$ cat config.mk
export PLATFORM = sky130hd
export DESIGN_NAME = cpu_low_power_mode_control
export DESIGN_NICKNAME = d
export VERILOG_FILES = /design/src/include/lpm_pkg.sv /design/src/logic/cpu_low_power_mode_control.sv
export SDC_FILE = /design/constraint.sdc
export NUM_CORES = 1
export LEC_CHECK = 0
export BUFFER_PORTS_ARGS = -buffer_cell sky130_fd_sc_hd__buf_2
export CORE_MARGIN = 4
export CORE_UTILIZATION = 39
export DETAILED_ROUTE_END_ITERATION = 10
export PLACE_DENSITY_LB_ADDON = 0.25
export SETUP_SLACK_MARGIN = 0.3
export SLEW_MARGIN = 40
export SYNTH_ARGS = -nofsm -noshare
export SYNTH_HDL_FRONTEND = slang
export SYNTH_SLANG_ARGS = --single-unit
$ cat constraint.sdc
create_clock -name mclk_i -period 3.6 [get_ports mclk_i]
set_clock_uncertainty 0.15 [all_clocks]
set_input_delay 0.54 -clock mclk_i [delete_from_list [all_inputs] [get_ports mclk_i]]
set_output_delay 0.54 -clock mclk_i [all_outputs]
set_load 0.05 [all_outputs]
$ cat src/include/lpm_pkg.sv
/*
 * constants, types and field layouts for the operating-mode and low-power controller.
 * assumes one 50 MHz system clock and a cpu core that reports its cycle status each clock.
 */
package lpm_pkg;

    // operating mode control register
    localparam logic [7:0] OPERATING_MODE_CONTROL_ADDR      = 8'h3E;  // i/o address of the register
    localparam logic [7:0] OPERATING_MODE_CONTROL_RESET     = 8'h80;  // value after reset, fetch marker on
    localparam int         FME_BIT        = 7;      // fetch_marker_enable position

    // cycle counts
    localparam int         QUICK_RESTART_CYCLES = 64;     // quick recovery restart
    localparam int         SLOW_RESTART_CYCLES  = 131072; // full oscillator restart
    localparam int         IDLE_GRANT_EXTRA     = 8;      // extra grant latency in idle
    localparam int         INTERRUPT_RETURN_INSTRUCTION_FETCH_CYCLES    = 3;      // single return fetch, zero wait

    // fixed nonmaskable vector
    localparam logic [15:0] NMI_VECTOR    = 16'h0066;

    // one-hot operating states
    typedef enum logic [7:0] {
        ST_RUN        = 8'h01,  // normal execution
        ST_HALT       = 8'h02,  // halt, clocks running
        ST_SLEEP      = 8'h04,  // core and dma clocks blocked
        ST_IDLE       = 8'h08,  // system clock output stopped
        ST_STANDBY    = 8'h10,  // oscillator stopped
        ST_RESTART    = 8'h20,  // clock stabilisation count
        ST_GRANT_WAIT = 8'h40,  // low-power bus grant latency
        ST_GRANTED    = 8'h80   // bus held by external master
    } lpm_state_t;

    // cycle status reported by the cpu core
    typedef struct packed {
        logic        opcode_fetch;   // opcode fetch cycle in progress
        logic        int_ack;        // interrupt acknowledge cycle
        logic        nmi_ack_first;  // first machine cycle of nmi acknowledge
        logic        interrupt_return_instruction_fetched;   // interrupt_return_instruction just fetched
        logic        interrupt_return_instruction_refetch;   // legacy refetch cycle of the return instruction
        logic        insn_end;       // last cycle of an instruction
        logic        halt_exec;      // halt instruction executed
        logic        sleep_exec;     // sleep_instruction executed
        logic [15:0] next_pc;        // address of the following instruction
    } core_status_t;

    // cpu and i/o control bits owned by other registers
    typedef struct packed {
        logic io_freeze_bit;              // i/o stop
        logic quick_recovery_select;      // cpu control bit 3
        logic lowpower_bus_grant_enable;  // cpu control bit 5
        logic cpu_control_bit_six;        // cpu control bit 6
    } cpu_control_t;

endpackage : lpm_pkg

$ cat src/logic/cpu_low_power_mode_control.sv
/*
 * operating-mode and low-power controller: fetch marker strobe, halt, sleep, idle
 * and standby entry and wake-up, and low-power bus grant to an external master.
 * assumes the core reports cycle status on the same clock and obeys the clock enables,
 * and that pins (interrupts, nmi, bus request) are asynchronous and active low.
 */
// How it works
// - reset sets fetch marker enable to one
// - marker on: strobe low on fetch/ack
// - marker on: return instruction fetched once
// - marker off: strobe only on legacy refetch
// - halt exits on reset, nmi, enabled interrupts
// - halt return address is next instruction
// - sleep when freeze and bits 3,6 zero
// - sleep gates core/dma clocks, stops refresh
// - sleep holds bus high, halt indicator low
// - sleep wakes on nmi or enabled sources
// - sleep wake with flag one takes interrupt
// - sleep wake with flag zero just continues
// - idle grants bus eight cycles later, if enabled
// - idle bus release stops clock, stays idle
// - standby wake takes interrupt when allowed
// - standby wake flag zero continues after sleep
// - request dropped during restart: stay standby
// - standby restart 64 or 131072 clocks
// - standby bus grant 64 or 131072 clocks
// - halt indicator low while waiting for wake
// - nmi taken at instruction end, vector 0066
module cpu_low_power_mode_control #(
    parameter int ONCHIP_SOURCES      = 4,                           // on-chip interrupt lines
    parameter int SLOW_RESTART_CYCLES = lpm_pkg::SLOW_RESTART_CYCLES // slow restart count
) (
    input  wire logic                        mclk_i,                 // 50 MHz system clock
    input  wire logic                        srst_i,                 // synchronous reset
    input  wire logic                        ce_i,                   // clock enable
    input  wire logic [7:0]                  io_addr_i,              // i/o address
    input  wire logic                        io_wr_i,                // i/o write strobe
    input  wire logic                        io_rd_i,                // i/o read strobe
    input  wire logic [7:0]                  io_wdata_i,             // i/o write data
    output logic      [7:0]                  io_rdata_o,             // i/o read data
    input  wire lpm_pkg::core_status_t       core_i,                 // core cycle status
    input  wire lpm_pkg::cpu_control_t       ctrl_i,                 // control bits
    input  wire logic                        global_interrupt_flag_i,// interrupts enabled
    input  wire logic [ONCHIP_SOURCES-1:0]   onchip_req_i,           // on-chip requests
    input  wire logic [ONCHIP_SOURCES-1:0]   onchip_en_i,            // on-chip enables
    input  wire logic [2:0]                  maskable_en_i,          // external enables
    input  wire logic [2:0]                  maskable_request_n_i,   // external pins
    input  wire logic                        nmi_n_i,                // nmi pin, falling edge
    input  wire logic                        bus_request_n_i,        // bus request pin
    output logic                             first_cycle_strobe_n_o, // first-cycle strobe
    output logic                             halt_n_o,               // halt indicator
    output logic                             bus_ack_n_o,            // bus acknowledge
    output logic                             core_clock_en_o,        // core clock gate
    output logic                             dma_clock_en_o,         // dma clock gate
    output logic                             system_clock_run_o,     // clock output runs
    output logic                             refresh_en_o,           // memory refresh runs
    output logic                             bus_hold_high_o,        // address/control high
    output logic                             resume_o,               // leave low power
    output logic                             take_interrupt_o,       // service interrupt
    output logic                             nmi_take_o,             // nmi taken now
    output logic      [15:0]                 vector_o,               // nmi vector
    output logic      [15:0]                 resume_pc_o,            // saved return address
    output logic                             interrupt_return_instruction_refetch_o,         // request legacy refetch
    output logic                             fetch_marker_enable_o   // current marker bit
);
    import lpm_pkg::*;

    localparam int CNT_W = $clog2(SLOW_RESTART_CYCLES + 1);  // restart counter width

    // refuse values the counter cannot serve
    if (ONCHIP_SOURCES < 1 || SLOW_RESTART_CYCLES < QUICK_RESTART_CYCLES) begin : g_bad
        $error("cpu_low_power_mode_control: bad parameters");
    end

    // registers
    logic [7:0]        operating_mode_control_q;          // operating mode control
    lpm_state_t        state_q;         // current state
    lpm_state_t        state_d;         // next state
    lpm_state_t        ret_q;           // low-power state to return to after a grant
    lpm_state_t        ret_d;           // next return state
    logic [CNT_W-1:0]  cnt_q;           // stabilisation / grant count
    logic [CNT_W-1:0]  cnt_d;           // next count
    logic [2:0]        mreq_s1_q;       // synchroniser stage one
    logic [2:0]        mreq_s2_q;       // synchroniser stage two
    logic [1:0]        misc_s1_q;       // nmi, bus request stage one
    logic [1:0]        misc_s2_q;       // nmi, bus request stage two
    logic              nmi_old_q;       // previous nmi level for the edge
    logic              nmi_pend_q;      // latched nmi edge
    logic              strobe_n_q;      // registered strobe
    logic              bus_ack_q;       // registered acknowledge
    logic              resume_q;        // resume pulse
    logic              take_q;          // take interrupt pulse
    logic              nmi_take_q;      // nmi taken pulse
    logic [15:0]       vector_q;        // vector output
    logic [15:0]       resume_pc_q;     // saved return address

    // decoded wires
    wire operating_mode_control_hit   = (io_addr_i == OPERATING_MODE_CONTROL_ADDR);
    wire operating_mode_control_wr    = ce_i & io_wr_i & operating_mode_control_hit;
    wire fme        = operating_mode_control_q[FME_BIT];
    wire nmi_lvl    = misc_s2_q[0];
    wire req_act    = ~misc_s2_q[1];                           // bus request active
    wire nmi_edge   = nmi_old_q & ~nmi_lvl;                    // falling edge
    wire [2:0] mask_act = ~mreq_s2_q & maskable_en_i;
    wire ext_wake   = |mask_act;
    wire chip_wake  = |(onchip_req_i & onchip_en_i);
    wire nmi_any    = nmi_pend_q | nmi_edge;
    wire wake_any   = nmi_any | ext_wake | chip_wake;
    wire take_int   = nmi_any | (global_interrupt_flag_i & (ext_wake | chip_wake));
    wire st_run     = (state_q == ST_RUN);
    wire waiting    = (state_q == ST_HALT) | (state_q == ST_SLEEP) |
                      (state_q == ST_IDLE) | (state_q == ST_STANDBY);
    wire cnt_done   = (cnt_q == '0);
    wire nmi_run    = st_run & core_i.insn_end & nmi_any;
    wire sleep_mode = ~ctrl_i.io_freeze_bit & ~ctrl_i.quick_recovery_select &
                      ~ctrl_i.cpu_control_bit_six;
    wire stby_mode  = ctrl_i.io_freeze_bit & ctrl_i.cpu_control_bit_six;
    wire lp_grant   = req_act & ctrl_i.lowpower_bus_grant_enable;
    wire [CNT_W-1:0] restart_len = ctrl_i.quick_recovery_select ?
                                   CNT_W'(QUICK_RESTART_CYCLES - 1) :
                                   CNT_W'(SLOW_RESTART_CYCLES - 1);
    wire strobe_on  = fme ? (core_i.opcode_fetch | core_i.int_ack | core_i.nmi_ack_first)
                          : core_i.interrupt_return_instruction_refetch;
    wire grant_d    = (state_d == ST_GRANTED) |
                      (req_act & ((state_d == ST_RUN) | (state_d == ST_HALT) |
                                  (state_d == ST_SLEEP)));
    wire wake_now     = (state_d == ST_RUN) & ~st_run;    // low-power state returns to run
    wire resume_d_nmi = wake_now & nmi_any;
    wire nmi_taken    = nmi_run | resume_d_nmi;            // pending nmi consumed now

    // next-state logic
    always_comb begin
        state_d = state_q;
        ret_d   = ret_q;
        cnt_d   = cnt_q;
        unique case (state_q)
            ST_RUN: begin
                if (core_i.halt_exec) begin
                    state_d = ST_HALT;
                end else if (core_i.sleep_exec && sleep_mode) begin
                    state_d = ST_SLEEP;
                end else if (core_i.sleep_exec && stby_mode) begin
                    state_d = ST_STANDBY;
                end else if (core_i.sleep_exec) begin
                    state_d = ST_IDLE;
                end
            end
            ST_HALT, ST_SLEEP: begin
                if (wake_any) begin
                    state_d = ST_RUN;
                end
            end
            ST_IDLE: begin
                // bus request wins over a simultaneous wake
                if (lp_grant) begin
                    state_d = ST_GRANT_WAIT;
                    ret_d   = ST_IDLE;
                    cnt_d   = CNT_W'(IDLE_GRANT_EXTRA - 1);
                end else if (wake_any) begin
                    state_d = ST_RUN;
                end
            end
            ST_STANDBY: begin
                if (lp_grant) begin
                    state_d = ST_GRANT_WAIT;
                    ret_d   = ST_STANDBY;
                    cnt_d   = restart_len;
                end else if (nmi_any || ext_wake) begin
                    state_d = ST_RESTART;
                    cnt_d   = restart_len;
                end
            end
            ST_RESTART: begin
                if (!nmi_any && !ext_wake) begin
                    state_d = ST_STANDBY;
                end else if (cnt_done) begin
                    state_d = ST_RUN;
                end else begin
                    cnt_d = cnt_q - CNT_W'(1);
                end
            end
            ST_GRANT_WAIT: begin
                if (!req_act) begin
                    state_d = ret_q;
                end else if (cnt_done) begin
                    state_d = ST_GRANTED;
                end else begin
                    cnt_d = cnt_q - CNT_W'(1);
                end
            end
            ST_GRANTED: begin
                if (!req_act) begin
                    state_d = ret_q;
                end
            end
            default: begin
                state_d = ST_RUN;
            end
        endcase
    end

    // pin synchronisers, first stage read only by the second
    always_ff @(posedge mclk_i) begin
        if (srst_i) begin
            mreq_s1_q <= 3'h7;
            mreq_s2_q <= 3'h7;
            misc_s1_q <= 2'h3;
            misc_s2_q <= 2'h3;
            nmi_old_q <= 1'b1;
        end else if (ce_i) begin
            mreq_s1_q <= maskable_request_n_i;
            mreq_s2_q <= mreq_s1_q;
            misc_s1_q <= {bus_request_n_i, nmi_n_i};
            misc_s2_q <= misc_s1_q;
            nmi_old_q <= nmi_lvl;
        end
    end

    // operating mode register, fetch marker forced on by reset
    always_ff @(posedge mclk_i) begin
        if (srst_i) begin
            operating_mode_control_q <= OPERATING_MODE_CONTROL_RESET;
        end else if (operating_mode_control_wr) begin
            operating_mode_control_q <= io_wdata_i;
        end
    end

    // state, count and nmi latch; reset leaves low power without counting
    always_ff @(posedge mclk_i) begin
        if (srst_i) begin
            state_q    <= ST_RUN;
            ret_q      <= ST_IDLE;
            cnt_q      <= '0;
            nmi_pend_q <= 1'b0;
        end else if (ce_i) begin
            state_q    <= state_d;
            ret_q      <= ret_d;
            cnt_q      <= cnt_d;
            // a take consumes the oldest request; a new edge in that cycle stays pending
            nmi_pend_q <= nmi_taken ? (nmi_edge & nmi_pend_q) : (nmi_edge | nmi_pend_q);
        end
    end

    // wake pulses, vector and return address
    always_ff @(posedge mclk_i) begin
        if (srst_i) begin
            resume_q    <= 1'b0;
            take_q      <= 1'b0;
            nmi_take_q  <= 1'b0;
            vector_q    <= 16'h0000;
            resume_pc_q <= 16'h0000;
        end else if (ce_i) begin
            resume_q   <= wake_now;
            take_q     <= wake_now & take_int;
            nmi_take_q <= nmi_run | resume_d_nmi;
            if (nmi_run || resume_d_nmi) begin
                vector_q <= NMI_VECTOR;
            end
            if (st_run && (core_i.halt_exec || core_i.sleep_exec)) begin
                resume_pc_q <= core_i.next_pc;
            end
        end
    end

    // strobe and acknowledge; strobe held high outside run
    always_ff @(posedge mclk_i) begin
        if (srst_i) begin
            strobe_n_q <= 1'b1;
            bus_ack_q  <= 1'b0;
        end else if (ce_i) begin
            strobe_n_q <= ~(strobe_on & st_run);
            bus_ack_q  <= grant_d;
        end
    end

    // outputs decoded from registered state; read data and refetch request from inputs
    assign io_rdata_o             = (io_rd_i && operating_mode_control_hit) ? operating_mode_control_q : 8'h00;
    assign first_cycle_strobe_n_o = strobe_n_q;
    assign halt_n_o               = ~(waiting | (state_q == ST_RESTART) |
                                      (state_q == ST_GRANT_WAIT) |
                                      (state_q == ST_GRANTED));
    assign bus_ack_n_o            = ~bus_ack_q;
    assign core_clock_en_o        = st_run | (state_q == ST_HALT);
    assign dma_clock_en_o         = st_run | (state_q == ST_HALT);
    assign refresh_en_o           = st_run | (state_q == ST_HALT);
    assign system_clock_run_o     = st_run | (state_q == ST_HALT) |
                                    (state_q == ST_SLEEP) | (state_q == ST_GRANTED);
    assign bus_hold_high_o        = (state_q == ST_SLEEP) & ~bus_ack_q;
    assign resume_o               = resume_q;
    assign take_interrupt_o       = take_q;
    assign nmi_take_o             = nmi_take_q;
    assign vector_o               = vector_q;
    assign resume_pc_o            = resume_pc_q;
    // single fetch when marker on, so refetch only asked when off
    assign interrupt_return_instruction_refetch_o         = core_i.interrupt_return_instruction_fetched & ~fme;
    assign fetch_marker_enable_o  = fme;
endmodule : cpu_low_power_mode_control

==> results.json, run 1 <==
{
  "netSwitchingFraction_pct": 33.76,
  "reg2reg_from": "state_q[1]",
  "crit_start": "state_q[1]",
  "crit_path_start_kind": "flop",
  "multi_input_area_mm2": 0.002176,
  "rsz0062_at_grt": "no",
  "synth_commonest_cells": "dfxtp_1, nand2_1, a21oi_1",
  "grt.total_usage_pct": 17.27,
  "fillCellCount": 957,
  "holdPathEnd": "mreq_s1_q[2]",
  "min_period_ns": 2.944,
  "period_share_pct": 81.77,
  "ys_seq_elements": 70,
  "ir_drop_mv": 0.1914,
  "path_cells": "nor3_4, and3b_1, nor3_1, or3_1, a21oi_2, buf_4, inv_1, o21ai_0, a21oi_1",
  "cp.required_ns": 3.65,
  "cts-resized-gates": 0,
  "grt_pass1_wl_um": 16160,
  "internal_power_uw": 1164,
  "clock_latency_ns": 0.34,
  "layout-drive-gt1-share_pct": 25.30,
  "cts_sinks": 70,
  "pwr-share-clk_pct": 31.0,
  "die_w_um": 107.1,
  "cp_max_fo": 29,
  "hold_path_depth": 2,
  "critPathCaptureType": "flop",
  "drc": 0,
  "start_util_pct": 40.70,
  "post-route-util_pct": 47.91,
  "powerDensity_mw_per_mm2": 389.6,
  "r2r_end": "cnt_q[4]",
  "grt-ovfl-total": 0,
  "detailed_place_hpwl_um": 7344,
  "gp_routability_congestion": 0.9063,
  "rrSetupSlack_ns": 0.66,
  "finalHoldViolCount": 0,
  "finalSetupTns_ns": 0,
  "path_clk_slew_ns": 0.08,
  "tritoncts": "done",
  "place_area_mm2": 0.004344,
  "ys.flop_type": "dfxtp_1",
  "die_y_um": 107.1,
  "avgSynthCellArea_um2": 7.886,
  "io_pins": 119,
  "power_switching_uw": 593.2,
  "cts_inserted_buffers": 9,
  "fp.coreArea_mm2": 0.009415,
  "avgRoutedWirePerCell_um": 14.45,
  "antenna_found_initial": 0,
  "fin_area_mm2": 0.004511,
  "yosysMostFrequentCell": "dfxtp_1",
  "hp-start": "maskable_request_n_i[2]",
  "drv_cap": 0,
  "syn_inst": 486,
  "finalSetupViolCount": 0,
  "p_leak_uw": 0.001871,
  "yosys_warnings": 0,
  "seq_area_mm2": 0.001401,
  "synth_top_area_share_pct": 36.57,
  "postSynth.asyncResetShare_pct": 0,
  "grt_max_degree": 46,
  "pwr-share-comb_pct": 21.8,
  "slew_headroom_pct": 51.37,
  "seq_power_share_pct": 47.1,
  "tightestPinTransition_ns": 0.7272,
  "firstDrtPassIters": 6,
  "cts_setup_buffers": 0,
  "critPathKind": "flop to flop",
  "numPortBuffers": 106,
  "syn_to_final_growth_pct": 17.70,
  "outcome": "finished clean",
  "rows": 35,
  "finalNetCount": 641,
  "vias_per_cell": 5.212,
  "synth_edf_count": 0,
  "num_vias": 3680,
  "netlist-cell-type-count": 63,
  "routed_wl_um": 10200,
  "slew_violations": 0,
  "rr_worst_depth": 9,
  "cp.arrival_ns": 3.00,
  "hold_buffers": 0,
  "netlist_top_cells_area": "dfxtp_1, nand2_1, a21oi_1",
  "grt_pass1_vias": 3326,
  "slowest_stage": "and3b_1",
  "clk_path_buf_depth": 2,
  "ant_nets": 0,
  "yosysTopAreaCell": "dfxtp_1",
  "first_iter_violations": 295,
  "root_buffer": "clkbuf_8",
  "ys_seq_area_share_pct": 36.57,
  "slowest_delay_ns": 0.47,
  "insertedDiodeCount": 0,
  "total_power_uw": 1757,
  "htreeDepth": 3,
  "hold_path.class": "input port to flop",
  "max_freq_mhz": 339.7,
  "syn-cell-area_mm2": 0.003832,
  "die-area_mm2": 0.01148
}
-- worst max-delay path: cells and delay by family (launching register included) --
| kind | cells | cell delay, ns |
|---|---|---|
| AND/OR/NAND/NOR | 4 | 1.39 |
| flip-flops | 1 | 0.46 |
| buffers and inverters | 2 | 0.43 |
| AO/OA/AOI/OAI | 3 | 0.38 |
-- metal layers --
metal  wire (µm)  track usage [%]  share of wire, %
met5           0                0                 0
met4         199            6.301               2.0
met3         708            3.010               6.9
met2        4660            27.03                46
met1        4635            23.74                45
-- power groups by stage --
stage	registers, µW	logic, µW	clock network, µW
3_3_place_gp	844	378	0
6_report	828	383	545
5_1_grt	833	413	602
2_1_floorplan	888	256	0
4_1_cts	828	383	572
3_5_place_dp	846	382	0
-- cell usage in the layout, fill, tap and decap left out, types with 6 or more instances in the layout --
| cell | count |
|---|---|
| buf_4 | 6 |
| mux2i_1 | 11 |
| a211o_1 | 12 |
| o21ai_0 | 32 |
| and3_1 | 12 |
| nor2_1 | 42 |
| nor3_1 | 21 |
| nand2_1 | 63 |
| inv_1 | 9 |
| conb_1 | 12 |
| dfxtp_1 | 70 |
| nand2b_1 | 7 |
| nor2b_1 | 20 |
| nor4_1 | 6 |
| a21oi_1 | 44 |
| or3_1 | 8 |
| clkbuf_8 | 9 |
| buf_2 | 105 |
-- per-stage QoR --
step	cells	hold slack [ns]	setup slack, ns
global placement	691	0.2850	0.7474
detailed placement	691	0.2908	0.7081
finish	706	0.2544	0.6562
global route	706	0.2495	0.4225
floorplan	497	0.2766	1.041
CTS	706	0.2352	0.6787
-- area by class of cell --
class                   instances  area share [%]
well taps                     129           3.578
clock inverters                 6          0.8877
multi-input cells             371           48.24
inverters                      10          0.8322
flip-flops and latches         70           31.07
clock buffers                   9           2.746
repair buffers                111           12.65
-- flip-flops by register name (all words and copies together) (netlist names) --
register / count
operating_mode_control_q: 8
nmi_pend_q: 1
nmi_take_o: 1
misc_s1_q: 2
vector_o: 1
take_interrupt_o: 1
resume_o: 1
nmi_old_q: 1
resume_pc_o: 16
mreq_s2_q: 3
first_cycle_strobe_n_o: 1
cnt_q: 18
bus_ack_q: 1
mreq_s1_q: 3
state_q: 8
misc_s2_q: 2
ret_q: 2
-- cells by family after synthesis --
group,share of synthesized area (%)
multiplexers,2.873
flip-flops,36.57
other,0.09785
buffers and inverters,7.802
AO/OA/AOI/OAI,21.52
adder cells (fa/ha/maj),0.6529
XOR/XNOR,0.6857
AND/OR/NAND/NOR,29.81
-- how the worst max path moves through the flow --
| stage | slack [ns] | end | cells after the start |
|---|---|---|---|
| floorplan | 1.04 | dma_clock_en_o | 5 |
| global placement | 0.75 | cnt_q[4] | 9 |
| detailed placement | 0.71 | cnt_q[12] | 9 |
| CTS | 0.68 | cnt_q[4] | 9 |
| global route | 0.42 | cnt_q[2] | 9 |
| finish | 0.66 | cnt_q[4] | 9 |
No activity file was read; power rests on OpenSTA's default activity.
==> inputs of run 2 (changes only) <==
==> constraint.sdc (replaced) <==
create_clock -name mclk_i -period 2.85 [get_ports mclk_i]
set_clock_uncertainty 0.15 [all_clocks]
set_input_delay 0.4275 -clock mclk_i [delete_from_list [all_inputs] [get_ports mclk_i]]
set_output_delay 0.4275 -clock mclk_i [all_outputs]
set_load 0.05 [all_outputs]
==> run 2 against run 1 <==
Against the previous run:
- hold slack got worse by 0.12 ns
- final cell count is 2.8% higher
- power grew 35%
- utilization increased by 3.2 points
- flip-flop and latch count is the same
==> results.json, run 2 (synthesis gave the netlist of run 1 again) <==
{
  "tightestPinTransition_ns": 0.7143,
  "ant_nets": 0,
  "io_pins": 119,
  "detailed_place_hpwl_um": 7606,
  "vias_per_cell": 5.302,
  "critPathCaptureType": "flop",
  "die-area_mm2": 0.01148,
  "clock_latency_ns": 0.34,
  "p_leak_uw": 0.002002,
  "clk_path_buf_depth": 2,
  "fp.coreArea_mm2": 0.009415,
  "routed_wl_um": 10500,
  "grt_max_degree": 43,
  "grt_pass1_vias": 3494,
  "rows": 35,
  "post-route-util_pct": 51.10,
  "finalHoldViolCount": 0,
  "cts_inserted_buffers": 9,
  "drc": 0,
  "critPathKind": "flop to flop",
  "insertedDiodeCount": 0,
  "htreeDepth": 3,
  "layout-drive-gt1-share_pct": 30.99,
  "root_buffer": "clkbuf_8",
  "cts_sinks": 70,
  "path_clk_slew_ns": 0.08,
  "hold_path.class": "input port to flop",
  "cp_max_fo": 6,
  "fin_area_mm2": 0.004811,
  "avgRoutedWirePerCell_um": 14.47,
  "grt-ovfl-total": 0,
  "min_period_ns": 2.541,
  "grt_pass1_wl_um": 16860,
  "drv_cap": 0,
  "numPortBuffers": 106,
  "whs_ns": 0.1354,
  "die_w_um": 107.1,
  "place_area_mm2": 0.004437,
  "layout_common_cells": "buf_2, nand2_1, dfxtp_1",
  "finalSetupViolCount": 0,
  "powerDensity_mw_per_mm2": 493.2,
  "period_share_pct": 89.15,
  "num_vias": 3849,
  "crit_path_start_kind": "flop",
  "die_y_um": 107.1,
  "cp.required_ns": 2.92,
  "tritoncts": "done",
  "firstDrtPassIters": 5,
  "largest_register": "cnt_q",
  "finalSetupTns_ns": 0,
  "finalNetCount": 660,
  "final.setup.worst_slack_ns": 0.3092,
  "rsz0062_at_grt": "yes",
  "outcome": "finished clean",
  "first_iter_violations": 193,
  "largest_register_ffs": 18,
  "syn_to_final_growth_pct": 25.53,
  "gp_routability_congestion": 0.9276,
  "rrSetupSlack_ns": 0.31,
  "start_util_pct": 40.70,
  "layout_commonest_cell": "buf_2",
  "fillCellCount": 900,
  "max_freq_mhz": 393.6,
  "ir_drop_mv": 0.3577,
  "slew_headroom_pct": 52.28,
  "grt.total_usage_pct": 17.95,
  "cp.arrival_ns": 2.61,
  "slew_violations": 0,
  "antenna_found_initial": 0,
  "pre_cts_slack_ns": 0.1972
}
[run 2: cell count changes in the layout (fill, tap and decap cells not counted), moves of 3 or more]
cell      before  now
dfxtp_1       70   62
o21ai_0       32   29
clkinv_2       3    0
nor3_2         0    5
nor3_1        21   16
buf_4          6   21
dfxtp_2        0    6
[run 2: where the power goes]
group | total, µW | switching, µW | internal (µW) | leakage (µW)
Clock | 813 | 403 | 411 | 0.0000931
Combinational | 518 | 352 | 166 | 0.00134
Sequential | 1040 | 27.5 | 1010 | 0.000573
Total | 2370 | 783 | 1590 | 0.00200
[run 2: critical path, cell delays in order, from the launching register on]
cell      delay, ns
dfxtp_4        0.37
or4_4          0.56
nor4_4         0.17
and4_4         0.28
nor3_2         0.05
or3_4          0.40
a22oi_2        0.15
and4bb_1       0.21
o22ai_1        0.07
[run 2: timing repair]
| item | CTS | global route |
|---|---|---|
| gates cloned | 0 | 1 |
| setup buffers | 1 | 6 |
| pin swaps | 3 | 9 |
| setup endpoints to repair | 13 | 17 |
| hold buffers | 0 | 0 |
| resized for setup | 10 | 20 |
[run 2: routing by layer]
layer / up-vias / global-route usage (%) / routed length (µm)
li1: 1913 / - / -
met1: 1759 / 24.32 / 4487
met2: 156 / 28.69 / 5028
met3: 21 / 3.191 / 779
met4: 0 / 6.119 / 206
met5: - / 0 / 0
[run 2: cell type report]
type                            count  area (µm²)  share of cell area [%]
Inverter                           10       37.54                  0.7802
Clock inverter                      6       71.32                   1.482
Sequential cell                    70        1416                   29.44
Tap cell                          129       161.4                   3.355
Timing Repair Buffer              130       747.0                   15.53
Multi-Input combinational cell    371        2250                   46.76
Clock buffer                       10       127.6                   2.653
[run 2: path summary, 6_finish.rpt]
check / end / cells past startpoint / start
max: bus_ack_q / 8 / cnt_q[10]
min: mreq_s1_q[0] / 2 / maskable_request_n_i[0]
max reg2reg: bus_ack_q / 8 / cnt_q[10]
min reg2reg: resume_pc_o[3] / 2 / resume_pc_o[3]
[run 2: stage by stage]
stage | power (µW) | instances
floorplan | 1445 | 497
global placement | 1557 | 702
detailed placement | 1563 | 702
CTS | 2393 | 719
global route | 2495 | 726
finish | 2373 | 726
